File: config.mk
export PLATFORM = sky130hd
export DESIGN_NAME = ssq_device_flat
export DESIGN_NICKNAME = d
export VERILOG_FILES = /design/src/hw/ssq_pkg.sv /design/src/hw/ssq_link_if.sv /design/src/hw/ssq_device.sv /design/src/flat_wrapper.sv
export SDC_FILE = /design/constraint.sdc
export NUM_CORES = 1
export LEC_CHECK = 0
export BUFFER_PORTS_ARGS = -buffer_cell sky130_fd_sc_hd__buf_2
export CAP_MARGIN = 20
export CORE_MARGIN = 5
export CORE_UTILIZATION = 56
export DETAILED_ROUTE_END_ITERATION = 6
export PLACE_DENSITY = 0.78
export SKIP_CTS_REPAIR_TIMING = 1
export SYNTH_ARGS = -nofsm -noshare
export SYNTH_HDL_FRONTEND = slang
export SYNTH_SLANG_ARGS = --single-unit
File: constraint.sdc
create_clock -name clock -period 5.1 [get_ports clock]
set_input_delay 1.02 -clock clock [delete_from_list [all_inputs] [get_ports clock]]
set_output_delay 1.02 -clock clock [all_outputs]
set_load 0.01 [all_outputs]
File: src/hw/ssq_pkg.sv
// Shared constants and types for the servo start-up sequencer ends
package ssq_pkg;

	// ------------------------------------------------------------
	// Clock and timing
	// ------------------------------------------------------------
	localparam int CLK_MHZ = 250;
	localparam int CYC_PER_MS = CLK_MHZ * 1000;
	localparam int INIT_TIME_MS = 4500;
	localparam int INIT_CYCLES = INIT_TIME_MS * CYC_PER_MS;
	localparam int RECOG_TIME_MS = 2;
	localparam int RECOG_CYCLES = RECOG_TIME_MS * CYC_PER_MS;
	localparam int HOLD_TIME_MS = 1;
	localparam int HOLD_CYCLES = HOLD_TIME_MS * CYC_PER_MS;
	localparam int MODE_TIME_MS = 2;
	localparam int MODE_CYCLES = MODE_TIME_MS * CYC_PER_MS;
	localparam int OL_TIME_MS = 100;
	localparam int OL_CYCLES = OL_TIME_MS * CYC_PER_MS;
	localparam int CNT_W = 32;

	// ------------------------------------------------------------
	// Control modes and load thresholds
	// ------------------------------------------------------------
	localparam logic [1:0] MODE_POSITION = 2'h0;
	localparam logic [1:0] MODE_SPEED = 2'h1;
	localparam logic [1:0] MODE_TORQUE = 2'h2;
	localparam logic [7:0] LOAD_FIRST_LIMIT = 8'h78;
	localparam logic [7:0] LOAD_SECOND_LIMIT = 8'hC8;

	// ------------------------------------------------------------
	// Host register map over APB
	// ------------------------------------------------------------
	localparam logic [7:0] REG_CTRL = 8'h00;
	localparam logic [7:0] REG_STATUS = 8'h04;
	localparam int CTRL_SERVO_ON = 0;
	localparam int CTRL_ALM_RST = 1;
	localparam int CTRL_MODE_LO = 2;
	localparam int CTRL_MODE_HI = 3;
	localparam int CTRL_MAIN_PWR = 4;

	typedef enum logic [2:0] {
		ST_INIT = 3'b000,
		ST_SRDY = 3'b001,
		ST_RUN = 3'b011,
		ST_ALARM = 3'b010
	} ssq_state_type;

	typedef enum logic [2:0] {
		HS_WAIT = 3'b000,
		HS_IDLE = 3'b001,
		HS_PULSE = 3'b011,
		HS_GAP = 3'b010
	} ssq_hstate_type;

endpackage

File: src/hw/ssq_link_if.sv
// Discrete sequence wires between host controller and amplifier
interface ssq_link_if;
	logic ctrl_ready;
	logic op_ready;
	logic overload_alarm_first;
	logic overload_alarm_second;
	logic servo_on;
	logic alarm_reset;
	logic main_power;
	logic [1:0] mode_sel;
	logic [1:0] mode_active;

	modport dev (
		output ctrl_ready, op_ready, overload_alarm_first,
		output overload_alarm_second, mode_active,
		input servo_on, alarm_reset, main_power, mode_sel
	);
	modport host (
		input ctrl_ready, op_ready, overload_alarm_first,
		input overload_alarm_second, mode_active,
		output servo_on, alarm_reset, main_power, mode_sel
	);
endinterface

File: src/hw/ssq_device.sv
// Amplifier end: start-up sequencer, mode switch and overload alarms
// ------------------------------------------------------------
// Summary of operation
// - Initialization lasts about 4.5 s after power
// - Option module lengthens init; host watches ready
// - Control-ready high only after initialization done
// - Host requests servo-on after seeing control-ready
// - Servo-on accepted raises operation-ready; commands after
// - Control power first: time init from it
// - Host applies main power after control-ready
// - Sequence inputs recognised within 2 ms
// - Host holds sequence inputs at least 1 ms
// - Control mode switch completes within 2 ms
// - Host waits 2 ms after mode change
// - Overload alarm after load persists detection time
// ------------------------------------------------------------
module ssq_device #(
	parameter int INIT_CYC = ssq_pkg::INIT_CYCLES,
	parameter int RECOG_CYC = ssq_pkg::RECOG_CYCLES,
	parameter int OL_CYC = ssq_pkg::OL_CYCLES
) (
	input wire logic clock,
	input wire logic srst,
	input wire logic clk_en,
	input wire logic option_fitted,
	input wire logic option_done,
	input wire logic [7:0] load_factor,
	input wire logic [7:0] speed_factor,
	output logic cmd_enable,
	ssq_link_if.dev link
);

	localparam int CNT_W = ssq_pkg::CNT_W;

	// ------------------------------------------------------------
	// Input recognition: one sample per quarter window, well inside 2 ms
	// ------------------------------------------------------------
	logic [CNT_W-1:0] smp_cnt_reg;
	logic smp_tick;
	logic servo_on_reg;
	logic alarm_reset_reg;
	logic alarm_reset_prev_reg;
	logic [1:0] mode_sel_reg;
	assign smp_tick = smp_cnt_reg == '0;

	// Quarter-window sampling: a 1 ms pulse is always seen inside 2 ms
	always_ff @(posedge clock) begin
		if (srst) begin
			smp_cnt_reg <= '0;
		end else if (clk_en) begin
			if (smp_cnt_reg == CNT_W'(RECOG_CYC / 4 - 1)) begin
				smp_cnt_reg <= '0;
			end else begin
				smp_cnt_reg <= smp_cnt_reg + 1'b1;
			end
		end
	end

	// Captured copies of the sequence inputs
	always_ff @(posedge clock) begin
		if (srst) begin
			servo_on_reg <= 1'b0;
			alarm_reset_reg <= 1'b0;
			alarm_reset_prev_reg <= 1'b0;
			mode_sel_reg <= ssq_pkg::MODE_POSITION;
		end else if (clk_en && smp_tick) begin
			servo_on_reg <= link.servo_on;
			alarm_reset_reg <= link.alarm_reset;
			alarm_reset_prev_reg <= alarm_reset_reg;
			mode_sel_reg <= link.mode_sel;
		end
	end

	// ------------------------------------------------------------
	// Start-up state machine; srst stands for control power on
	// ------------------------------------------------------------
	ssq_pkg::ssq_state_type st_reg;
	logic [CNT_W-1:0] init_cnt_reg;
	logic init_done;
	logic alarm_any;
	logic alarm_clear;
	assign init_done = init_cnt_reg == CNT_W'(INIT_CYC - 1);
	assign alarm_clear = alarm_reset_reg && !alarm_reset_prev_reg &&
		clk_en && smp_tick;

	// Init timer runs from reset whatever main power does
	always_ff @(posedge clock) begin
		if (srst) begin
			init_cnt_reg <= '0;
		end else if (clk_en && !init_done) begin
			init_cnt_reg <= init_cnt_reg + 1'b1;
		end
	end

	// Sequence: init, control-ready, run; alarm drops operation
	always_ff @(posedge clock) begin
		if (srst) begin
			st_reg <= ssq_pkg::ST_INIT;
		end else if (clk_en) begin
			case (st_reg)
				ssq_pkg::ST_INIT: begin
					// Option module holds us until it reports done
					if (init_done && (!option_fitted || option_done)) begin
						st_reg <= ssq_pkg::ST_SRDY;
					end
				end
				ssq_pkg::ST_SRDY: begin
					if (alarm_any) begin
						st_reg <= ssq_pkg::ST_ALARM;
					end else if (servo_on_reg && link.main_power) begin
						st_reg <= ssq_pkg::ST_RUN;
					end
				end
				ssq_pkg::ST_RUN: begin
					if (alarm_any) begin
						st_reg <= ssq_pkg::ST_ALARM;
					end else if (!servo_on_reg || !link.main_power) begin
						st_reg <= ssq_pkg::ST_SRDY;
					end
				end
				default: begin
					if (alarm_clear) begin
						st_reg <= ssq_pkg::ST_SRDY;
					end
				end
			endcase
		end
	end

	// Ready outputs registered from state
	always_ff @(posedge clock) begin
		if (srst) begin
			link.ctrl_ready <= 1'b0;
			link.op_ready <= 1'b0;
		end else if (clk_en) begin
			link.ctrl_ready <= st_reg != ssq_pkg::ST_INIT;
			link.op_ready <= st_reg == ssq_pkg::ST_RUN;
		end
	end

	// ------------------------------------------------------------
	// Control mode switch: new mode takes effect after 0.5 ms settle
	// ------------------------------------------------------------
	logic [CNT_W-1:0] mode_cnt_reg;
	logic mode_busy;
	assign mode_busy = link.mode_active != mode_sel_reg;
	assign cmd_enable = link.op_ready && !mode_busy;

	// Settling counter keeps running if the selection moves again; it clears when not busy and when the new mode is taken
	always_ff @(posedge clock) begin
		if (srst) begin
			mode_cnt_reg <= '0;
			link.mode_active <= ssq_pkg::MODE_POSITION;
		end else if (clk_en) begin
			if (!mode_busy) begin
				mode_cnt_reg <= '0;
			end else if (mode_cnt_reg == CNT_W'(RECOG_CYC / 4 - 1)) begin
				link.mode_active <= mode_sel_reg;
				mode_cnt_reg <= '0;
			end else begin
				mode_cnt_reg <= mode_cnt_reg + 1'b1;
			end
		end
	end

	// ------------------------------------------------------------
	// Overload detection: accumulate excess, faster at high speed
	// ------------------------------------------------------------
	logic [CNT_W-1:0] ol_acc_reg;
	logic [CNT_W-1:0] ol_step;
	logic ol_trip;
	// Speed at half scale or more doubles the heating rate unless load is over the second limit, a coarse curve
	assign ol_step = (load_factor > ssq_pkg::LOAD_SECOND_LIMIT) ?
		CNT_W'(4) : (speed_factor[7] ? CNT_W'(2) : CNT_W'(1));
	assign ol_trip = ol_acc_reg >= CNT_W'(OL_CYC);
	assign alarm_any = link.overload_alarm_first ||
		link.overload_alarm_second;

	// Accumulator bleeds off when load is back in range
	always_ff @(posedge clock) begin
		if (srst) begin
			ol_acc_reg <= '0;
		end else if (clk_en) begin
			if (load_factor > ssq_pkg::LOAD_FIRST_LIMIT) begin
				if (!ol_trip) begin
					ol_acc_reg <= ol_acc_reg + ol_step;
				end
			end else if (ol_acc_reg != '0) begin
				ol_acc_reg <= ol_acc_reg - 1'b1;
			end
		end
	end

	// Latched alarms; a trip in the reset cycle wins over the clear
	always_ff @(posedge clock) begin
		if (srst) begin
			link.overload_alarm_first <= 1'b0;
			link.overload_alarm_second <= 1'b0;
		end else if (clk_en) begin
			if (ol_trip && st_reg != ssq_pkg::ST_INIT) begin
				if (load_factor > ssq_pkg::LOAD_SECOND_LIMIT) begin
					link.overload_alarm_second <= 1'b1;
				end else begin
					link.overload_alarm_first <= 1'b1;
				end
			end else if (alarm_clear) begin
				link.overload_alarm_first <= 1'b0;
				link.overload_alarm_second <= 1'b0;
			end
		end
	end

endmodule

File: src/flat_wrapper.sv
// flat-port wrapper written by rule: the top's interface ports become plain ports
module ssq_device_flat 
#(
	parameter int INIT_CYC = ssq_pkg::INIT_CYCLES,
	parameter int RECOG_CYC = ssq_pkg::RECOG_CYCLES,
	parameter int OL_CYC = ssq_pkg::OL_CYCLES
)
  (clock, srst, clk_en, option_fitted, option_done, load_factor, speed_factor, cmd_enable, link_ctrl_ready, link_op_ready, link_overload_alarm_first, link_overload_alarm_second, link_mode_active, link_servo_on, link_alarm_reset, link_main_power, link_mode_sel);
  ssq_link_if link_i ();
  input wire logic clock;
  input wire logic srst;
  input wire logic clk_en;
  input wire logic option_fitted;
  input wire logic option_done;
  input wire logic [7:0] load_factor;
  input wire logic [7:0] speed_factor;
  output logic cmd_enable;
  output wire logic [$bits(link_i.ctrl_ready)-1:0] link_ctrl_ready;
  output wire logic [$bits(link_i.op_ready)-1:0] link_op_ready;
  output wire logic [$bits(link_i.overload_alarm_first)-1:0] link_overload_alarm_first;
  output wire logic [$bits(link_i.overload_alarm_second)-1:0] link_overload_alarm_second;
  output wire logic [$bits(link_i.mode_active)-1:0] link_mode_active;
  input wire logic [$bits(link_i.servo_on)-1:0] link_servo_on;
  input wire logic [$bits(link_i.alarm_reset)-1:0] link_alarm_reset;
  input wire logic [$bits(link_i.main_power)-1:0] link_main_power;
  input wire logic [$bits(link_i.mode_sel)-1:0] link_mode_sel;
  assign link_ctrl_ready = link_i.ctrl_ready;
  assign link_op_ready = link_i.op_ready;
  assign link_overload_alarm_first = link_i.overload_alarm_first;
  assign link_overload_alarm_second = link_i.overload_alarm_second;
  assign link_mode_active = link_i.mode_active;
  assign link_i.servo_on = link_servo_on;
  assign link_i.alarm_reset = link_alarm_reset;
  assign link_i.main_power = link_main_power;
  assign link_i.mode_sel = link_mode_sel;
  ssq_device #(.INIT_CYC(INIT_CYC), .RECOG_CYC(RECOG_CYC), .OL_CYC(OL_CYC)) u_core (.clock(clock), .srst(srst), .clk_en(clk_en), .option_fitted(option_fitted), .option_done(option_done), .load_factor(load_factor), .speed_factor(speed_factor), .cmd_enable(cmd_enable), .link(link_i));
endmodule
# --- After elaboration in Yosys (flattened, before gate mapping) ---
# Cells that the tools add are included.
classes:
  addsub: 5
  n_lt_le_gt_ge: 3
  n_eq_ne: 12
  mux: 20
  reduce_logical: 30
op_table:
  columns: ["op", "count"]
  rows:
  - ["$mux 32", 7]
  - ["$add 32x1->32 const B", 3]
  - ["$eq 32x17->1 const B", 2]
  - ["$add 32x32->32", 1]
  - ["$eq 32x31->1 const B", 1]
  - ["$ge 32x25->1 const B", 1]
  - ["$logic_not 32->1", 1]
  - ["$reduce_bool 32->1", 1]
  - ["$sub 32x1->32 const B", 1]
  - ["$mux 3", 6]
  - ["$reduce_and 3->1", 4]
  - ["$logic_and 1x1->1", 9]
  - ["$pmux 3 s3", 1]
  - ["$gt 8x7->1 const B", 1]
  - ["$gt 8x8->1 const B", 1]
  - ["$logic_not 1->1", 6]
  - ["$ne 3x1->1 const B", 2]
  - ["$mux 1", 5]
  - ["$reduce_and 5->1", 1]
  - ["$ne 2x1->1 const B", 2]
  - ["$ne 2x2->1 const B", 2]
  - ["$reduce_bool 2->1", 2]
  - ["$reduce_bool 4->1", 1]
  - ["$eq 3x1->1 const B", 1]
  - ["other kinds (6)", 8]
totals:
  reg_bits: 142
  out_inout_bits: 7

# --- Logic depth before layout (Yosys ltp) ---
logic_depth:
  word_depth: 6
  ltp_mapped: 15
  ltp_nobuf: 15

# --- Least setup slack after synthesis ---
# Ideal clock, no wire load.
synth_path:
  path_kind: "input to register"
  startpoint: "in load_factor[0]"
  endpoint: "reg u_core.ol_acc_reg[31]"
  arrival_time_ns: 4.945
  path_slack_ns: 0.034
  stages: 14
  cell_sequence: "o31a_1 -> o311ai_0 -> nand2b_1 -> ha_1 -> ha_1 -> nand2b_1 -> ha_1 -> nand2_2 -> or3_1 -> a32oi_1 -> a41oi_2 -> o21a_1 -> o311ai_1 -> mux2_2"
synth_via:
  elab_chain_cells: 5
  elab_cells_between_ends: 9
synth_rtl:
  columns: ["element", "line_no", "rtl"]
  rows:
  - ["start, declared", "flat_wrapper.sv:15", "input wire logic [7:0] load_factor;"]
  - ["$gt 8x8->1", "ssq_device.sv:173", "assign ol_step = (load_factor > ssq_pkg::LOAD_SECOND_LIMIT) ?"]
  - ["$mux 32", "ssq_device.sv:173", null]
  - ["$add 32x32->32", "ssq_device.sv:186", "ol_acc_reg <= ol_acc_reg + ol_step;"]
  - ["$mux 32", "ssq_device.sv:185", "if (!ol_trip) begin"]
  - ["$mux 32", "ssq_device.sv:184", "if (load_factor > ssq_pkg::LOAD_FIRST_LIMIT) begin"]
  - ["end signal, assigned", "ssq_device.sv:186", null]
  - ["end signal, assigned", "ssq_device.sv:189", "ol_acc_reg <= ol_acc_reg - 1'b1;"]
  - ["end, declared", "ssq_device.sv:169", "logic [CNT_W-1:0] ol_acc_reg;"]
# Several ways; a longest one is shown, not always the timed one. The select of a mux whose other input is x is not followed.
# A chain may end at the register's enable or synchronous reset.

# --- Worst setup path after layout ---
layout_path:
  startpoint: "in load_factor[0]"
  endpoint: "reg u_core.ol_acc_reg[30]"
# The elaborated chain is that of the path after synthesis.

==> results.sh <==
export IMPL_chipWidth_um=129
export IMPL_tns_ps=0
export IMPL_final_net_count=1069
export IMPL_hold_depth=2
export IMPL_synth_edf_count=0
export IMPL_number_of_global_route_vias_before_repair=6454
export IMPL_worst_path_cell_trace="buf_2, o31a_1, o311ai_0, buf_4, nand2b_1, ha_1, ha_1, nand2b_2, ha_1, a21o_1, a221o_1, a31oi_4, o211ai_2, a31oi_4, o211ai_1, and3_1, a2111oi_2"
export IMPL_relSlewSlack_pct=34.3
export IMPL_synth_async_sr_flop_share_pct=0
export IMPL_critical_path_startpoint_type="input pin"
export IMPL_layout_drive_gt1_share_pct=9.63
export IMPL_finalWeightedCongestion=0.876
export IMPL_crit_path_frequent_cell="ha_1"
export IMPL_yosysTopAreaCellShare_pct=35.5
export IMPL_insertion_delay_ps=420
export IMPL_synth_area_in_compound_gates_pct=13.6
export IMPL_drt_iter0_markers=329
export IMPL_drt_drc_violations_left=0
export IMPL_routedWlPerCell_um=14.1
export IMPL_synthesis_yosys_warnings=0
export IMPL_irDropWorstVdd_uv=258
export IMPL_fin_worst_hold_slack_ps=494
export IMPL_postSynthCellCount=973
export IMPL_yosys_top_cells_count="175 x nor2_1, 141 x dfxtp_1, 77 x nand2_1"
export IMPL_yosys_area_share_simple_pct=28.2
export IMPL_final_power_mw=3.87
export IMPL_most_used_flip_flop_cell_after_synthesis="dfxtp_1"
export IMPL_maxCapViolCount=0
export IMPL_hold_class="reg2reg"
export IMPL_synth_yosys_seq_area_share_pct=35.5
export IMPL_diodes=0
export IMPL_setup_ws_ps=350
export IMPL_post_synth_instance_area_um2=7940
export IMPL_max_clock_freq_ghz=0.211
export IMPL_most_used_standard_cell_by_instance_count_after_synthesis="nor2_1"
export IMPL_synthXorXnorAreaFrac_pct=11.3
export IMPL_worst_path_arrival_ps=5060
export IMPL_hold_fails_final_rpt=0
export IMPL_global_route_overflow_total=0
export IMPL_pre_cts_ws_ps=-187
export IMPL_max_clock_path_buffers=2
export IMPL_numCtsBuffers=17
export IMPL_cts_tree="yes"
export IMPL_worstSetupEndpointType="register"
export IMPL_synth_largest_area_cell="dfxtp_1"
export IMPL_final_period_demand_of_the_worst_path_ps=4750
export IMPL_crit_path_max_fanout=9
export IMPL_detail_route_wirelength_um=16900
export IMPL_run_status="complete, no violations"
export IMPL_detailedRoute_firstPassIterationCount=5
export IMPL_number_of_sinks_driven_by_the_clock_tree=141
export IMPL_synth_adder_area_share_pct=6.08
export IMPL_floorplan_rows=43
export IMPL_setup_repair_after_global_routing_missed_its_margin="no"
export IMPL_period_share_pct=93.1
export IMPL_num_io_pins=33
export IMPL_required_time_at_the_worst_slack_endpoint_ps=5410
export IMPL_port_buffers=25
export IMPL_htree_num_levels=4
export IMPL_grt_max_degree=44
export IMPL_power_density_nw_per_um2=435
export IMPL_synth_net_count=1037
export IMPL_post_synth_mux_area_share_pct=2.41
export IMPL_first_pass_grt_wire_length_um=29400
export IMPL_core_area_um2=13900
export IMPL_ctsRootBufferMaster="clkbuf_16"
export IMPL_route_detailed_vias_per_inst=5.66
export IMPL_worstRegToRegCells=12
export IMPL_p_leak_nw=3.37
export IMPL_antenna_found_initial=0
export IMPL_timing_critical_path_slowest_cell_delay_ps=420
export IMPL_clk_pin_slew_ps=60
export IMPL_worstSetupPathType="in2reg"
export IMPL_design_die_area_um2=16700
export IMPL_hpwl_um=11800
export IMPL_synthTopCellsByArea="dfxtp_1 36%, nor2_1 8.3%, ha_1 5.8%"
export IMPL_finalClockSkew_ps=7.60
export IMPL_timing_critical_path_slowest_stage_cell="a221o_1"
export IMPL_dieHeight_um=129
export IMPL_setup_viol_count_final=0
export IMPL_track_usage_pct=21.4
export IMPL_postSynthRegisterBits=141
export IMPL_initial_core_util_pct=57.2
export IMPL_flow_area_growth_from_synthesis_pct=12.0
export IMPL_synth_distinct_cells=75
export IMPL_vias=6783
export IMPL_combinational_family_with_the_most_area_after_synthesis="simple AND/OR/NAND/NOR gates"
export IMPL_antenna_violating_nets_post_route=0
export IMPL_postSynthAreaPerCell_um2=8.16
export IMPL_tightest_slew_ps=985
export IMPL_final_max_slew_viol_count=0
kinds of logic (layout without fill, tap and decap cells):
logic type	count (synthesis)	count (layout)
AOI/OAI and AO/OA	165	165
xor gates and xnor gates	102	102
adders and majority gates	38	38
buffers and inverters	54	99
DFF	141	141
muxes	19	19
and+or+nand+nor	454	454
metal layers:
| layer | share of wire (%) | up-vias | track usage [%] |
|---|---|---|---|
| li1 | - | 3509 | - |
| met1 | 47 | 3131 | 27.2 |
| met2 | 48 | 115 | 36.0 |
| met3 | 3.4 | 28 | 4.41 |
| met4 | 1.9 | 0 | 7.54 |
| met5 | 0 | - | 0 |
power by group:
part / switching [mW] / total [mW] / internal [mW] / leakage, nW
Clock: 0.482 / 1.25 / 0.766 / 0.292
Combinational: 0.721 / 1.29 / 0.574 / 1.94
Sequential: 0.117 / 1.32 / 1.21 / 1.14
Total: 1.32 / 3.87 / 2.55 / 3.37
final cells by class:
class	instances	area [um^2]
Fill cell	1214	4980
Tap cell	180	225
Timing Repair Buffer	43	260
Multi-Input combinational cell	778	4900
Sequential cell	141	2820
Clock buffer	21	470
Clock inverter	11	131
Inverter	24	90.1
placed cells by master, fill, tap and decap left out, types with 3 or more instances in the layout:
cell / netlist / routed
a211oi_1: 4 / 4
a21o_1: 10 / 10
a21oi_1: 68 / 68
and2_1: 8 / 8
and3_1: 13 / 13
and4_1: 6 / 6
buf_2: 6 / 25
buf_4: 3 / 18
clkbuf_16: 0 / 17
clkbuf_8: 0 / 3
dfxtp_1: 141 / 141
ha_1: 37 / 37
inv_1: 24 / 24
inv_6: 0 / 3
mux2i_1: 18 / 18
nand2_1: 77 / 77
nand2b_1: 7 / 6
nand3_1: 44 / 44
nand3b_1: 4 / 4
nand4_1: 26 / 26
nor2_1: 175 / 175
nor2b_1: 9 / 9
nor3_1: 13 / 13
nor4_1: 20 / 20
nor4b_1: 7 / 7
o211ai_1: 5 / 5
o21a_1: 4 / 4
o21ai_0: 37 / 37
o21bai_1: 6 / 5
or3_1: 23 / 23
xnor2_1: 50 / 50
xor2_1: 52 / 52
metrics by stage:
step,std cells,util [%],cell area (um^2)
floorplan,973,-,7940
global placement,1166,59.7,8290
detailed placement,1166,59.7,8290
CTS,1198,64.1,8890
global route,1198,64.1,8900
finish,1198,64.1,8900
critical path, delay by kind of cell:
family,cells,cell delay (ps)
adders and majority gates,3,760
buffers and inverters,2,300
AOI/OAI and AO/OA,9,2380
and+or+nand+nor,3,590
final timing paths:
check	from	end	slack (ps)
setup / recovery	load_factor[0]	u_core.ol_acc_reg[30]	350
hold / removal	u_core.alarm_reset_prev_reg	u_core.alarm_reset_prev_reg	490
setup reg to reg	u_core.ol_acc_reg[0]	u_core.ol_acc_reg[30]	2100
hold reg to reg	u_core.alarm_reset_prev_reg	u_core.alarm_reset_prev_reg	490
Power figures use the tool's default switching activity.
